--- src/include/bstap_pkg.sv ---
// Function
// TMS/TDI sampled on rising test clock
// Serial output changes on falling test clock
// TMS steers state machine each rising edge
// Unconnected TMS reads high via pull-up
// Unconnected TDI reads high via pull-up
// Serial input enters selected register MSB
// Serial output from selected register LSB
// Instruction selects register between TDI/TDO
// Serial output enable follows controller state
// Five TMS-high edges force test reset
// Test reset never touches memory operation
// Power-up reset leaves serial output floating
// Unused port: clock held low, output open
// Power-up reset state is harmless
// Standard sixteen-state controller behaviour
// Controller plus four selectable registers
// Three-bit instruction, ID instruction on reset
// Instruction capture loads binary 01
// Bypass is a single bit stage
// ID register captures hardwired 32-bit code
// Output drives only in shift states
// Shift moves one bit per test clock
`default_nettype none
package bstap_pkg;
   // Instruction register width and codes
   localparam int          IR_WIDTH      = 3;
   localparam logic [2:0]  INSN_EXTEST   = 3'h0;
   localparam logic [2:0]  INSN_IDCODE   = 3'h1;
   localparam logic [2:0]  INSN_SAMPLEZ  = 3'h2;
   localparam logic [2:0]  INSN_SAMPLE   = 3'h4;
   localparam logic [2:0]  INSN_BYPASS   = 3'h7;
   localparam logic [1:0]  IR_CAPTURE    = 2'h1;
   localparam int          ID_WIDTH      = 32;
   localparam int          BSR_WIDTH     = 16;
   localparam int          RESET_ONES    = 5;

   // Controller states, one-hot
   typedef enum logic [15:0] {
      ST_RESET   = 16'h0001, ST_IDLE    = 16'h0002,
      ST_SEL_DR  = 16'h0004, ST_CAP_DR  = 16'h0008,
      ST_SH_DR   = 16'h0010, ST_EX1_DR  = 16'h0020,
      ST_PA_DR   = 16'h0040, ST_EX2_DR  = 16'h0080,
      ST_UPD_DR  = 16'h0100, ST_SEL_IR  = 16'h0200,
      ST_CAP_IR  = 16'h0400, ST_SH_IR   = 16'h0800,
      ST_EX1_IR  = 16'h1000, ST_PA_IR   = 16'h2000,
      ST_EX2_IR  = 16'h4000, ST_UPD_IR  = 16'h8000
   } bstap_state_t;
endpackage
`default_nettype wire

--- src/include/bstap_edge_if.sv ---
`default_nettype none
// Sampled pins and edge strobes from the front end
interface bstap_edge_if;
   logic tmsS;      // Synchronised mode select
   logic tdiS;      // Synchronised data in
   logic rise;      // Test clock rising strobe
   logic fall;      // Test clock falling strobe
   modport src (output tmsS, tdiS, rise, fall);
   modport dst (input tmsS, tdiS, rise, fall);
endinterface
`default_nettype wire

--- src/core/bstap_port.sv ---
`default_nettype none
module bstap_port #(
   parameter int          BSR_W  = bstap_pkg::BSR_WIDTH,
   parameter logic [31:0] ID_VAL = 32'h00000001 // Arbitrary identity value
) (
   // Clock and reset
   input  wire logic             ref_clk,
   input  wire logic             rst,
   // Test link pins
   input  wire logic             tck,
   input  wire logic             tms,
   input  wire logic             tdi,
   output var  logic             tdoOut,
   output var  logic             tdoOe,
   // Boundary cells toward the pads
   input  wire logic [BSR_W-1:0] padIn,
   output var  logic [BSR_W-1:0] padPreload,
   output var  logic             extestActive,
   output var  logic             outputsHiZ
);
   import bstap_pkg::*;

   bstap_edge_if edges ();          // Strobes from front end
   bstap_state_t stateQ;             // Controller state
   bstap_state_t stateD;             // Next state
   logic [2:0]   irShQ;              // Instruction shift stage
   logic [2:0]   irQ;                // Active instruction
   logic         bypQ;               // Bypass bit
   logic [31:0]  idQ;                // Identification shifter
   logic [BSR_W-1:0] bsrQ;           // Boundary shifter
   logic         serialBit;          // Selected LSB

   // Boundary chain sits on the path for these codes
   function automatic logic bsrSel(input logic [2:0] code);
      bsrSel = (code == INSN_EXTEST) || (code == INSN_SAMPLE) || (code == INSN_SAMPLEZ);
   endfunction

   // Identity shifter sits on the path only for its own code
   function automatic logic idSel(input logic [2:0] code);
      idSel = (code == INSN_IDCODE);
   endfunction

   // Front end: pin synchronisers and edge detect
   bstap_sync u_sync (
      .ref_clk (ref_clk),
      .rst     (rst),
      .tck     (tck),
      .tms     (tms),
      .tdi     (tdi),
      .edges   (edges)
   );

   // Next state from sampled mode select
   always_comb begin
      case (stateQ)
         ST_RESET: begin
            // Stay parked while select is high
            if (edges.tmsS) begin
               stateD = ST_RESET;
            end else begin
               stateD = ST_IDLE;
            end
         end
         ST_IDLE: begin
            // Rest here until a scan begins
            if (edges.tmsS) begin
               stateD = ST_SEL_DR;
            end else begin
               stateD = ST_IDLE;
            end
         end
         ST_SEL_DR: begin
            // Data branch or on toward the instruction branch
            if (edges.tmsS) begin
               stateD = ST_SEL_IR;
            end else begin
               stateD = ST_CAP_DR;
            end
         end
         ST_CAP_DR: begin
            // One capture cycle, then shift or skip it
            if (edges.tmsS) begin
               stateD = ST_EX1_DR;
            end else begin
               stateD = ST_SH_DR;
            end
         end
         ST_SH_DR: begin
            // Keep shifting while select is low
            if (edges.tmsS) begin
               stateD = ST_EX1_DR;
            end else begin
               stateD = ST_SH_DR;
            end
         end
         ST_EX1_DR: begin
            // Update now or pause the data scan
            if (edges.tmsS) begin
               stateD = ST_UPD_DR;
            end else begin
               stateD = ST_PA_DR;
            end
         end
         ST_PA_DR: begin
            // Hold the data scan without shifting
            if (edges.tmsS) begin
               stateD = ST_EX2_DR;
            end else begin
               stateD = ST_PA_DR;
            end
         end
         ST_EX2_DR: begin
            // Resume shifting or go to update
            if (edges.tmsS) begin
               stateD = ST_UPD_DR;
            end else begin
               stateD = ST_SH_DR;
            end
         end
         ST_UPD_DR: begin
            // Back to idle or straight into a new scan
            if (edges.tmsS) begin
               stateD = ST_SEL_DR;
            end else begin
               stateD = ST_IDLE;
            end
         end
         ST_SEL_IR: begin
            // Instruction branch or escape to reset
            if (edges.tmsS) begin
               stateD = ST_RESET;
            end else begin
               stateD = ST_CAP_IR;
            end
         end
         ST_CAP_IR: begin
            // One capture cycle, then shift or skip it
            if (edges.tmsS) begin
               stateD = ST_EX1_IR;
            end else begin
               stateD = ST_SH_IR;
            end
         end
         ST_SH_IR: begin
            // Keep shifting while select is low
            if (edges.tmsS) begin
               stateD = ST_EX1_IR;
            end else begin
               stateD = ST_SH_IR;
            end
         end
         ST_EX1_IR: begin
            // Update now or pause the instruction scan
            if (edges.tmsS) begin
               stateD = ST_UPD_IR;
            end else begin
               stateD = ST_PA_IR;
            end
         end
         ST_PA_IR: begin
            // Hold the instruction scan without shifting
            if (edges.tmsS) begin
               stateD = ST_EX2_IR;
            end else begin
               stateD = ST_PA_IR;
            end
         end
         ST_EX2_IR: begin
            // Resume shifting or go to update
            if (edges.tmsS) begin
               stateD = ST_UPD_IR;
            end else begin
               stateD = ST_SH_IR;
            end
         end
         ST_UPD_IR: begin
            // Back to idle or straight into a data scan
            if (edges.tmsS) begin
               stateD = ST_SEL_DR;
            end else begin
               stateD = ST_IDLE;
            end
         end
         default: begin
            stateD = ST_RESET; // Illegal code recovers to reset
         end
      endcase
   end

   // State register, stepped on rising test clock
   always_ff @(posedge ref_clk) begin
      if (rst) begin
         stateQ <= ST_RESET;
      end else if (edges.rise) begin
         stateQ <= stateD;
      end
   end

   // Instruction shifter and active instruction
   always_ff @(posedge ref_clk) begin
      if (rst) begin
         irShQ <= INSN_IDCODE;
         irQ   <= INSN_IDCODE;
      end else if (edges.rise && stateD == ST_RESET) begin
         // Entering reset reloads at once, so no stale mode lingers
         irQ <= INSN_IDCODE;
      end else if (edges.rise) begin
         case (stateQ)
            ST_RESET:  irQ   <= INSN_IDCODE;
            ST_CAP_IR: irShQ <= {irQ[2], IR_CAPTURE};
            ST_SH_IR:  irShQ <= {edges.tdiS, irShQ[2:1]};
            ST_UPD_IR: irQ   <= irShQ;
            default: begin
               // Hold
            end
         endcase
      end
   end

   // Bypass stage: cleared on capture, fed from serial input on shift
   always_ff @(posedge ref_clk) begin
      if (rst) begin
         bypQ <= 1'b0;
      end else if (edges.rise) begin
         if (stateQ == ST_CAP_DR) begin
            bypQ <= 1'b0;
         end else if (stateQ == ST_SH_DR && !bsrSel(irQ) && !idSel(irQ)) begin
            bypQ <= edges.tdiS; // Reserved codes act as bypass
         end
      end
   end

   // Identity shifter: fixed code on capture, serial on shift
   always_ff @(posedge ref_clk) begin
      if (rst) begin
         idQ <= ID_VAL;
      end else if (edges.rise && idSel(irQ)) begin
         if (stateQ == ST_CAP_DR) begin
            idQ <= ID_VAL;
         end else if (stateQ == ST_SH_DR) begin
            idQ <= {edges.tdiS, idQ[31:1]};
         end
      end
   end

   // Boundary shifter: pad snapshot on capture, serial on shift
   always_ff @(posedge ref_clk) begin
      if (rst) begin
         bsrQ <= '0;
      end else if (edges.rise && bsrSel(irQ)) begin
         if (stateQ == ST_CAP_DR) begin
            bsrQ <= padIn;
         end else if (stateQ == ST_SH_DR) begin
            bsrQ <= {edges.tdiS, bsrQ[BSR_W-1:1]};
         end
      end
   end

   // Preload latch, written from the boundary shifter on update
   always_ff @(posedge ref_clk) begin
      if (rst) begin
         padPreload <= '0;
      end else if (edges.rise && stateQ == ST_UPD_DR &&
                   (irQ == INSN_EXTEST || irQ == INSN_SAMPLE)) begin
         padPreload <= bsrQ;
      end
   end

   // Pad mode flags follow the active instruction only
   always_ff @(posedge ref_clk) begin
      if (rst) begin
         extestActive <= 1'b0;
         outputsHiZ   <= 1'b0;
      end else begin
         extestActive <= (irQ == INSN_EXTEST);
         outputsHiZ   <= (irQ == INSN_SAMPLEZ);
      end
   end

   // Select the LSB of the register on the path
   always_comb begin
      if (stateQ == ST_SH_IR) begin
         serialBit = irShQ[0];
      end else begin
         case (irQ)
            INSN_IDCODE: serialBit = idQ[0];
            INSN_BYPASS: serialBit = bypQ;
            INSN_EXTEST, INSN_SAMPLE, INSN_SAMPLEZ: serialBit = bsrQ[0];
            default:     serialBit = bypQ;
         endcase
      end
   end

   // Serial output updated on falling test clock
   always_ff @(posedge ref_clk) begin
      if (rst) begin
         tdoOut <= 1'b0;
         tdoOe  <= 1'b0;
      end else if (edges.fall) begin
         tdoOut <= serialBit;
         tdoOe  <= (stateQ == ST_SH_IR) || (stateQ == ST_SH_DR);
      end
   end
endmodule // bstap_port
`default_nettype wire

--- src/core/bstap_sync.sv ---
`default_nettype none
module bstap_sync (
   // Clock and reset
   input  wire logic ref_clk,
   input  wire logic rst,
   // Pins
   input  wire logic tck,
   input  wire logic tms,
   input  wire logic tdi,
   // Strobes
   bstap_edge_if.src edges
);
   logic [2:0] m1Q;   // First stage, read only by second
   logic [2:0] m2Q;   // Second stage
   logic       tckOldQ; // Previous clock level

   // Two-flop synchronisers, select and data idle high for pull-ups, clock idles low
   always_ff @(posedge ref_clk) begin
      if (rst) begin
         m1Q     <= 3'h6;
         m2Q     <= 3'h6;
         tckOldQ <= 1'b0;
      end else begin
         m1Q     <= {tms, tdi, tck};
         m2Q     <= m1Q;
         tckOldQ <= m2Q[0];
      end
   end

   // Edge strobes and sampled data
   assign edges.rise = m2Q[0] & ~tckOldQ;
   assign edges.fall = ~m2Q[0] & tckOldQ;
   assign edges.tmsS = m2Q[2];
   assign edges.tdiS = m2Q[1];
endmodule // bstap_sync
`default_nettype wire

--- config.mk ---
export PLATFORM = sky130hd
export DESIGN_NAME = bstap_port
export DESIGN_NICKNAME = d
export VERILOG_FILES = /design/src/include/bstap_pkg.sv /design/src/include/bstap_edge_if.sv /design/src/core/bstap_port.sv /design/src/core/bstap_sync.sv
export SDC_FILE = /design/constraint.sdc
export NUM_CORES = 1
export LEC_CHECK = 0
export ABC_AREA = 1
export BUFFER_PORTS_ARGS = -buffer_cell sky130_fd_sc_hd__buf_4
export CORE_ASPECT_RATIO = 1.25
export CORE_MARGIN = 3
export CORE_UTILIZATION = 59
export DETAILED_ROUTE_END_ITERATION = 10
export PLACE_DENSITY = 0.79
export SKIP_CTS_REPAIR_TIMING = 1
export SYNTH_ARGS = -nofsm -noshare
export SYNTH_HDL_FRONTEND = slang
export SYNTH_SLANG_ARGS = --single-unit
--- constraint.sdc ---
create_clock -name ref_clk -period 2.5 [get_ports ref_clk]
set_input_delay 0.125 -clock ref_clk [delete_from_list [all_inputs] [get_ports ref_clk]]
set_output_delay 0.125 -clock ref_clk [all_outputs]
set_load 0.005 [all_outputs]
==> qor.log, run 1 <==
qor: run_status.outcome complete, no violations
qor: clocking.clock_latency 0.37 ns
qor: critical_path.worst-path-max-fanout 16
qor: sta.hold_ws 0.1106 ns
qor: routing.drt_iter0_markers 188
qor: critical_path.endpoint_kind flip-flop
qor: global_routing.grt.overflow.total 0
qor: critical_path.crit_path_start_kind flip-flop
qor: critical_path.timing.setup.critical_path_class flip-flop to flip-flop
qor: routing.wl 9.298 mm
qor: synth.syn_area 4259 sq um
qor: pwr.power.sequential.fraction 0.552
qor: global_routing.first_pass_grt_wire_length 15.19 mm
qor: run.maxCapViolCount 0
qor: synth.postSynthNetCount 604
qor: cells_and_area.finish.net_count 636
qor: placement.port_buffers 40
qor: placement.dpl-instance-area 4596 sq um
qor: pwr.power_density 593.9 nW/um^2
qor: sta.max_slew.worst_pin.slew 0.6803 ns
qor: synth.synth_enable_flop_cells 0
qor: critical_path.crit_path_cell_trace nor2_2 -> nand2_2 -> nor2_4 -> nand2_1 -> nand2_2 -> nand2_1 -> nor2_2 -> o21ai_0 -> a21oi_2
qor: clocking.cts_root_buffer sky130_fd_sc_hd__clkbuf_8
qor: die.die_width 82.00 um
qor: placement.dp_worst_setup_slack 0.3533 ns
qor: clocking.max-clock-path-buffers 2
qor: sta.finalCritPeriodShare 0.8713
qor: min_path.min_to bsrQ[13]
qor: die.core-area 6977 sq um
qor: sta.finalCriticalPeriod 2.178 ns
qor: critical_path.worst-r2r-cell-count 9
qor: sta.setup-tns-final 0 ns
qor: clocking.cts_made_buffers 9
qor: critical_path.worst-endpoint-required 2.80 ns
qor: synth.yosysUniqueCellTypes 32
qor: pwr.total_switching_power 722.1 uW
qor: synth.syn-mean-instance-area 7.305 sq um
qor: synth.postSynth.asyncResetShare 0
qor: routing.drc_violation_count_after_routing 0
qor: placement.dpl.hpwl 6.148 mm
qor: die.die-height 101.0 um
qor: cells_and_area.mostFrequentLayoutCell sky130_fd_sc_hd__dfxtp_1
qor: sta.unrepaired_setup_endpoints_after_global_routing false
qor: sta.timing_hold_violations_final 0
qor: synth.postSynthCellCount 583
qor: die.initial_utilization 0.6105
qor: sta.relSlewSlack 0.5417
qor: critical_path.cp.arrival 2.48 ns
qor: routing.drt-pass1-iter-count 4
qor: sta.achievable-frequency 459.1 MHz
qor: clocking.cts_tree done
qor: pwr.p_sw_frac 0.2511
qor: die.rows 34
qor: placement.place_congestion 0.8993
qor: pwr.power_report.internal_total 2154 uW
qor: critical_path.origin_of_the_critical_flop_to_flop_path stateQ[12]
qor: sta.timing.final.max_slew_violations 0
qor: critical_path.worst_path_max_delay_cell sky130_fd_sc_hd__nor2_2
qor: clocking.clk_transition_reported_paths 0.11 ns
qor: global_routing.vias_in_the_first_global_route 3,555
qor: cells_and_area.layout_common_cells 98 x sky130_fd_sc_hd__dfxtp_1, 94 x sky130_fd_sc_hd__nand2_1, 75 x sky130_fd_sc_hd__a21oi_1, 71 x sky130_fd_sc_hd__inv_1, 61 x sky130_fd_sc_hd__o21ai_0
qor: clocking.number_of_sinks_on_the_clock_net 98
qor: min_path.worst_hold_path_type input pin to flip-flop
qor: synth.yosys_register_bits 98
qor: global_routing.grt_usage 0.2329
qor: critical_path.rr_endpoint bsrQ[2]
qor: global_routing.grt_max_degree 56
qor: critical_path.ff2ff_setup_slack 0.32 ns
qor: cells_and_area.finalInstanceArea 4842 sq um
qor: pwr.comb_power_share 0.065
qor: critical_path.crit_path_max_incr_delay 0.47 ns
qor: pwr.clock_power_share 0.383
qor: synth.yosysWarningCount 0
qor: cells_and_area.flow.area_growth_from_synthesis 13.69%
qor: min_path.min_delay_src padIn[13]
qor: synth.synth_ff_type sky130_fd_sc_hd__dfxtp_1
qor: global_routing.antenna_found_initial 0
qor: routing.drtAntennaViolNets 0
qor: routing.detail_route.vias_per_cell 5.379
qor: sta.finalSetupViolations 0
qor: pwr.worst_ir_drop_vdd 435.4 uV
qor: die.die_area 8281 sq um
qor: sta.postLayoutSetupSlackWorst 0.3219 ns
qor: routing.vias 3,819
qor: sta.clock-skew-final 0.01877 ns
qor: min_path.timing.hold.worst_path_depth 5
qor: routing.drt_wl_cell 13.10 um
qor: cells_and_area.final_layout_size_suffix_gt1_frac 0.1613
qor: die.io_pins 41
qor: critical_path.setup.worst_path.start stateQ[12]
qor: pwr.p_leak 0.001923 uW
qor: cells_and_area.postLayoutCoreUtil 0.6940
qor: clocking.cts-htree-levels 3
qor: synth.seq_area_frac_synth 0.4606
qor: cells_and_area.antennaDiodeCount 0
-- cell usage after synthesis (3+ instances only) --
| master | n | area share |
|---|---|---|
| sky130_fd_sc_hd__dfxtp_1 | 98 | 0.46 |
| sky130_fd_sc_hd__nand2_1 | 94 | 0.083 |
| sky130_fd_sc_hd__a21oi_1 | 75 | 0.088 |
| sky130_fd_sc_hd__inv_1 | 71 | 0.063 |
| sky130_fd_sc_hd__o21ai_0 | 61 | 0.072 |
| sky130_fd_sc_hd__nand3_1 | 54 | 0.063 |
| sky130_fd_sc_hd__nor2_1 | 38 | 0.033 |
| sky130_fd_sc_hd__clkbuf_1 | 21 | 0.019 |
| sky130_fd_sc_hd__a21oi_2 | 10 | 0.021 |
| sky130_fd_sc_hd__buf_2 | 7 | 0.0082 |
| sky130_fd_sc_hd__nor2_2 | 6 | 0.0088 |
| sky130_fd_sc_hd__a211oi_1 | 5 | 0.0088 |
| sky130_fd_sc_hd__nand2_2 | 5 | 0.0073 |
| sky130_fd_sc_hd__nor3_1 | 5 | 0.0059 |
| sky130_fd_sc_hd__inv_2 | 4 | 0.0035 |
| sky130_fd_sc_hd__o22ai_1 | 4 | 0.0059 |
| sky130_fd_sc_hd__or2_2 | 4 | 0.0059 |
| sky130_fd_sc_hd__a31oi_1 | 3 | 0.0044 |
-- worst max-delay path by stage --
stage	slack [ns]	cells after the start	end
after detailed placement	0.35	9	bsrQ[2]
after floorplan	0.80	10	bsrQ[13]
final	0.32	9	bsrQ[2]
after global placement	0.44	9	bsrQ[2]
after CTS	0.33	9	bsrQ[2]
after global routing	0.06	9	bsrQ[2]
-- state kept, by name (all words and copies together), names as in the netlist --
name and cells:
stateQ 16, irQ 3, bsrQ 16, padPreload 16, irShQ 3, tdoOe 1
outputsHiZ 1, tdoOut 1, idQ 32, extestActive 1, bypQ 1, u_sync.tckOldQ 1
u_sync.m2Q 3, u_sync.m1Q 3
-- cells by family (layout without fill, tap and decap cells) --
logic type / count (synthesis) / in the layout / synth area share
flip-flops: 98 / 98 / 0.4606
AO/OA/AOI/OAI: 163 / 163 / 0.2103
AND/OR/NAND/NOR: 215 / 215 / 0.2283
buffers and inverters: 107 / 144 / 0.1008
-- routing by layer --
layer / vias up / part of all wire / global-route usage
met5: - / 0 / 0
met4: 0 / 0.019 / 0.09079
met3: 15 / 0.034 / 0.04383
met2: 65 / 0.49 / 0.3927
met1: 1763 / 0.45 / 0.2902
li1: 1976 / - / -
-- power by group through the flow --
stage          registers (uW)  logic [uW]  clock network [uW]
2_1_floorplan            1620         133                   0
3_3_place_gp             1620         177                   0
3_5_place_dp             1620         180                   0
4_1_cts                  1590         182                1120
5_1_grt                  1590         206                1180
6_report                 1590         187                1100
-- area by class of cell --
class,instances,area (sq um)
fill,609,2135
multi-input combinational,378,1868
clock inverter,6,78.83
sequential,98,1962
inverter,76,285.3
clock buffer,10,137.6
timing repair buffer,52,397.9
tap,90,112.6
-- per-stage QoR --
step	instances	power (uW)
global route	710	2972
CTS	707	2886
global placement	691	1799
floorplan	583	1753
detailed placement	691	1803
finish	710	2876
-- worst max-delay path, delay by kind of cell (launching register included) --
family,cells,cell delay (ns)
simple gates,7,1.40
flops,1,0.35
compound gates,2,0.36
Power figures use the tool's default switching activity.
==> inputs of run 2 (changes only) <==
--- a/config.mk
+++ b/config.mk
@@ -7,12 +7,14 @@
 export LEC_CHECK = 0
 export ABC_AREA = 1
 export BUFFER_PORTS_ARGS = -buffer_cell sky130_fd_sc_hd__buf_4
+export CAP_MARGIN = 30
 export CORE_ASPECT_RATIO = 1.25
 export CORE_MARGIN = 3
-export CORE_UTILIZATION = 59
+export CORE_UTILIZATION = 48
 export DETAILED_ROUTE_END_ITERATION = 10
-export PLACE_DENSITY = 0.79
+export PLACE_DENSITY = 0.67
 export SKIP_CTS_REPAIR_TIMING = 1
+export SLEW_MARGIN = 20
 export SYNTH_ARGS = -nofsm -noshare
 export SYNTH_HDL_FRONTEND = slang
 export SYNTH_SLANG_ARGS = --single-unit
==> run 2 against run 1 <==
Net effect:
- worst hold slack better by 0.015 ns
- die area up 21%
- sequential cell count unchanged
- critical path depth unchanged
- clock power up 5%
- count of clock-buffer cells in the layout up 2
- critical endpoint unchanged
==> qor.log, run 2 (synthesized netlist as in run 1, its figures left out) <==
qor: run_status.outcome complete, no violations
qor: sta.finalCritPeriodShare 0.8644
qor: die.die_width 90.25 um
qor: clocking.cts_made_buffers 9
qor: cells_and_area.layout_common_cells 98 x sky130_fd_sc_hd__dfxtp_1, 94 x sky130_fd_sc_hd__nand2_1, 75 x sky130_fd_sc_hd__a21oi_1, 71 x sky130_fd_sc_hd__inv_1, 61 x sky130_fd_sc_hd__o21ai_0
qor: die.die_area 10,050 sq um
qor: routing.drt_wl_cell 12.85 um
qor: critical_path.worst-endpoint-required 2.79 ns
qor: cells_and_area.finish.net_count 636
qor: sta.finalSetupViolations 0
qor: global_routing.vias_in_the_first_global_route 3,462
qor: cells_and_area.antennaDiodeCount 0
qor: global_routing.first_pass_grt_wire_length 15.90 mm
qor: sta.clock-skew-final 0.009036 ns
qor: sta.timing.final.max_slew_violations 0
qor: routing.drc_violation_count_after_routing 0
qor: clocking.cts_tree done
qor: global_routing.grt_usage 0.1915
qor: cells_and_area.mostFrequentLayoutCell sky130_fd_sc_hd__dfxtp_1
qor: die.rows 37
qor: sta.unrepaired_setup_endpoints_after_global_routing false
qor: cells_and_area.flow.area_growth_from_synthesis 15.01%
qor: critical_path.crit_path_start_kind flip-flop
qor: routing.vias 3,761
qor: sta.relSlewSlack 0.5159
qor: cells_and_area.largest_register idQ
qor: cells_and_area.final-instance-count-excl-fill 736
qor: cells_and_area.largest_register_ffs 32
qor: critical_path.endpoint_kind flip-flop
qor: clocking.clk_transition_reported_paths 0.09 ns
qor: critical_path.worst-path-max-fanout 16
qor: clocking.cts-htree-levels 3
qor: critical_path.timing.setup.critical_path_class flip-flop to flip-flop
qor: clocking.max-clock-path-buffers 2
qor: sta.achievable-frequency 462.7 MHz
qor: placement.placed_cell_count 718
qor: routing.drtAntennaViolNets 0
qor: critical_path.cp.arrival 2.45 ns
qor: sta.timing_hold_violations_final 0
qor: sta.max_slew.worst_pin.slew 0.7186 ns
qor: sta.setup-tns-final 0 ns
qor: die.initial_utilization 0.5055
qor: routing.drt_iter0_markers 177
qor: routing.detail_route.vias_per_cell 5.110
qor: global_routing.grt_max_degree 55
qor: run.maxCapViolCount 0
qor: die.core-area 8426 sq um
qor: clocking.clock_latency 0.35 ns
qor: clocking.cts_root_buffer sky130_fd_sc_hd__clkbuf_8
qor: cells_and_area.final_layout_size_suffix_gt1_frac 0.1583
qor: clocking.number_of_sinks_on_the_clock_net 98
qor: sta.finalCriticalPeriod 2.161 ns
qor: pwr.worst_ir_drop_vdd 394.7 uV
qor: global_routing.antenna_found_initial 0
qor: die.die-height 111.3 um
qor: min_path.worst_hold_path_type input pin to flip-flop
qor: die.io_pins 41
qor: pwr.p_leak 0.001931 uW
qor: routing.drt-pass1-iter-count 5
qor: placement.dpl.hpwl 6.279 mm
qor: routing.wl 9.459 mm
qor: placement.port_buffers 40
qor: global_routing.grt.overflow.total 0
qor: placement.place_congestion 0.8823
qor: pwr.power_density 596.8 nW/um^2
-- run 2: cell count changes in the layout (fill, tap and decap cells not counted) --
cell                        previous run  this run
sky130_fd_sc_hd__clkbuf_1              0         1
sky130_fd_sc_hd__clkbuf_8             10        11
sky130_fd_sc_hd__clkinv_4              1         0
sky130_fd_sc_hd__inv_6                 2         0
sky130_fd_sc_hd__inv_8                 2         1
sky130_fd_sc_hd__buf_12                0         1
sky130_fd_sc_hd__buf_4                49        48
sky130_fd_sc_hd__bufinv_16             1         2
-- run 2: layout make-up --
type                    count  area (sq um)
clock buffers              12         155.1
clock inverters             3         71.32
fillers                   854          3527
inverters                  76         285.3
multi-input cells         378          1868
flip-flops and latches     98          1962
well taps                 117         146.4
repair buffers             52         410.4
-- run 2: worst paths after layout --
path / startpoint / endpoint / slack [ns] / depth (start not counted)
max: stateQ[9] / bsrQ[2] / 0.34 / 9
max reg2reg: stateQ[9] / bsrQ[2] / 0.34 / 9
min reg2reg: u_sync.m1Q[0] / u_sync.m2Q[0] / 0.41 / 2
min: padIn[15] / bsrQ[15] / 0.13 / 5
-- run 2: metrics by stage --
stage / hold WS (ns) / power [uW] / instance area [sq um] / utilization / setup slack (ns)
floorplan: 0.2288 / 1753 / 4259 / - / 0.7970
global placement: 0.3120 / 1804 / 4642 / 0.5509 / 0.4129
detailed placement: 0.3131 / 1807 / 4642 / 0.5509 / 0.3214
CTS: -0.07650 / 2948 / 4868 / 0.5778 / 0.3059
global route: 0.1044 / 3049 / 4898 / 0.5814 / 0.04490
finish: 0.1252 / 2923 / 4898 / 0.5814 / 0.3390
-- run 2: power breakdown --
group | total, uW | switching (uW) | internal [uW]
combinational | 189 | 122 | 66.6
clock | 1150 | 527 | 621
sequential | 1590 | 11.3 | 1580
total | 2920 | 660 | 2260
-- run 2: metal layers --
metal / global-route usage / up-vias / wire, um
met1: 0.2471 / 1709 / 4276
met4: 0.06946 / 0 / 111
met3: 0.04820 / 8 / 394
li1: - / 1972 / -
met5: 0 / - / 0
met2: 0.3111 / 72 / 4676
-- run 2: worst max-delay path: stages, from the launching register on --
cell                      delay, ns
sky130_fd_sc_hd__dfxtp_1       0.34
sky130_fd_sc_hd__nor2_1        0.17
sky130_fd_sc_hd__nand2_1       0.15
sky130_fd_sc_hd__nor2_4        0.27
sky130_fd_sc_hd__nand2_1       0.16
sky130_fd_sc_hd__nand2_2       0.12
sky130_fd_sc_hd__nand2_1       0.07
sky130_fd_sc_hd__nor2_2        0.48
sky130_fd_sc_hd__o21ai_0       0.19
sky130_fd_sc_hd__a21oi_2       0.14
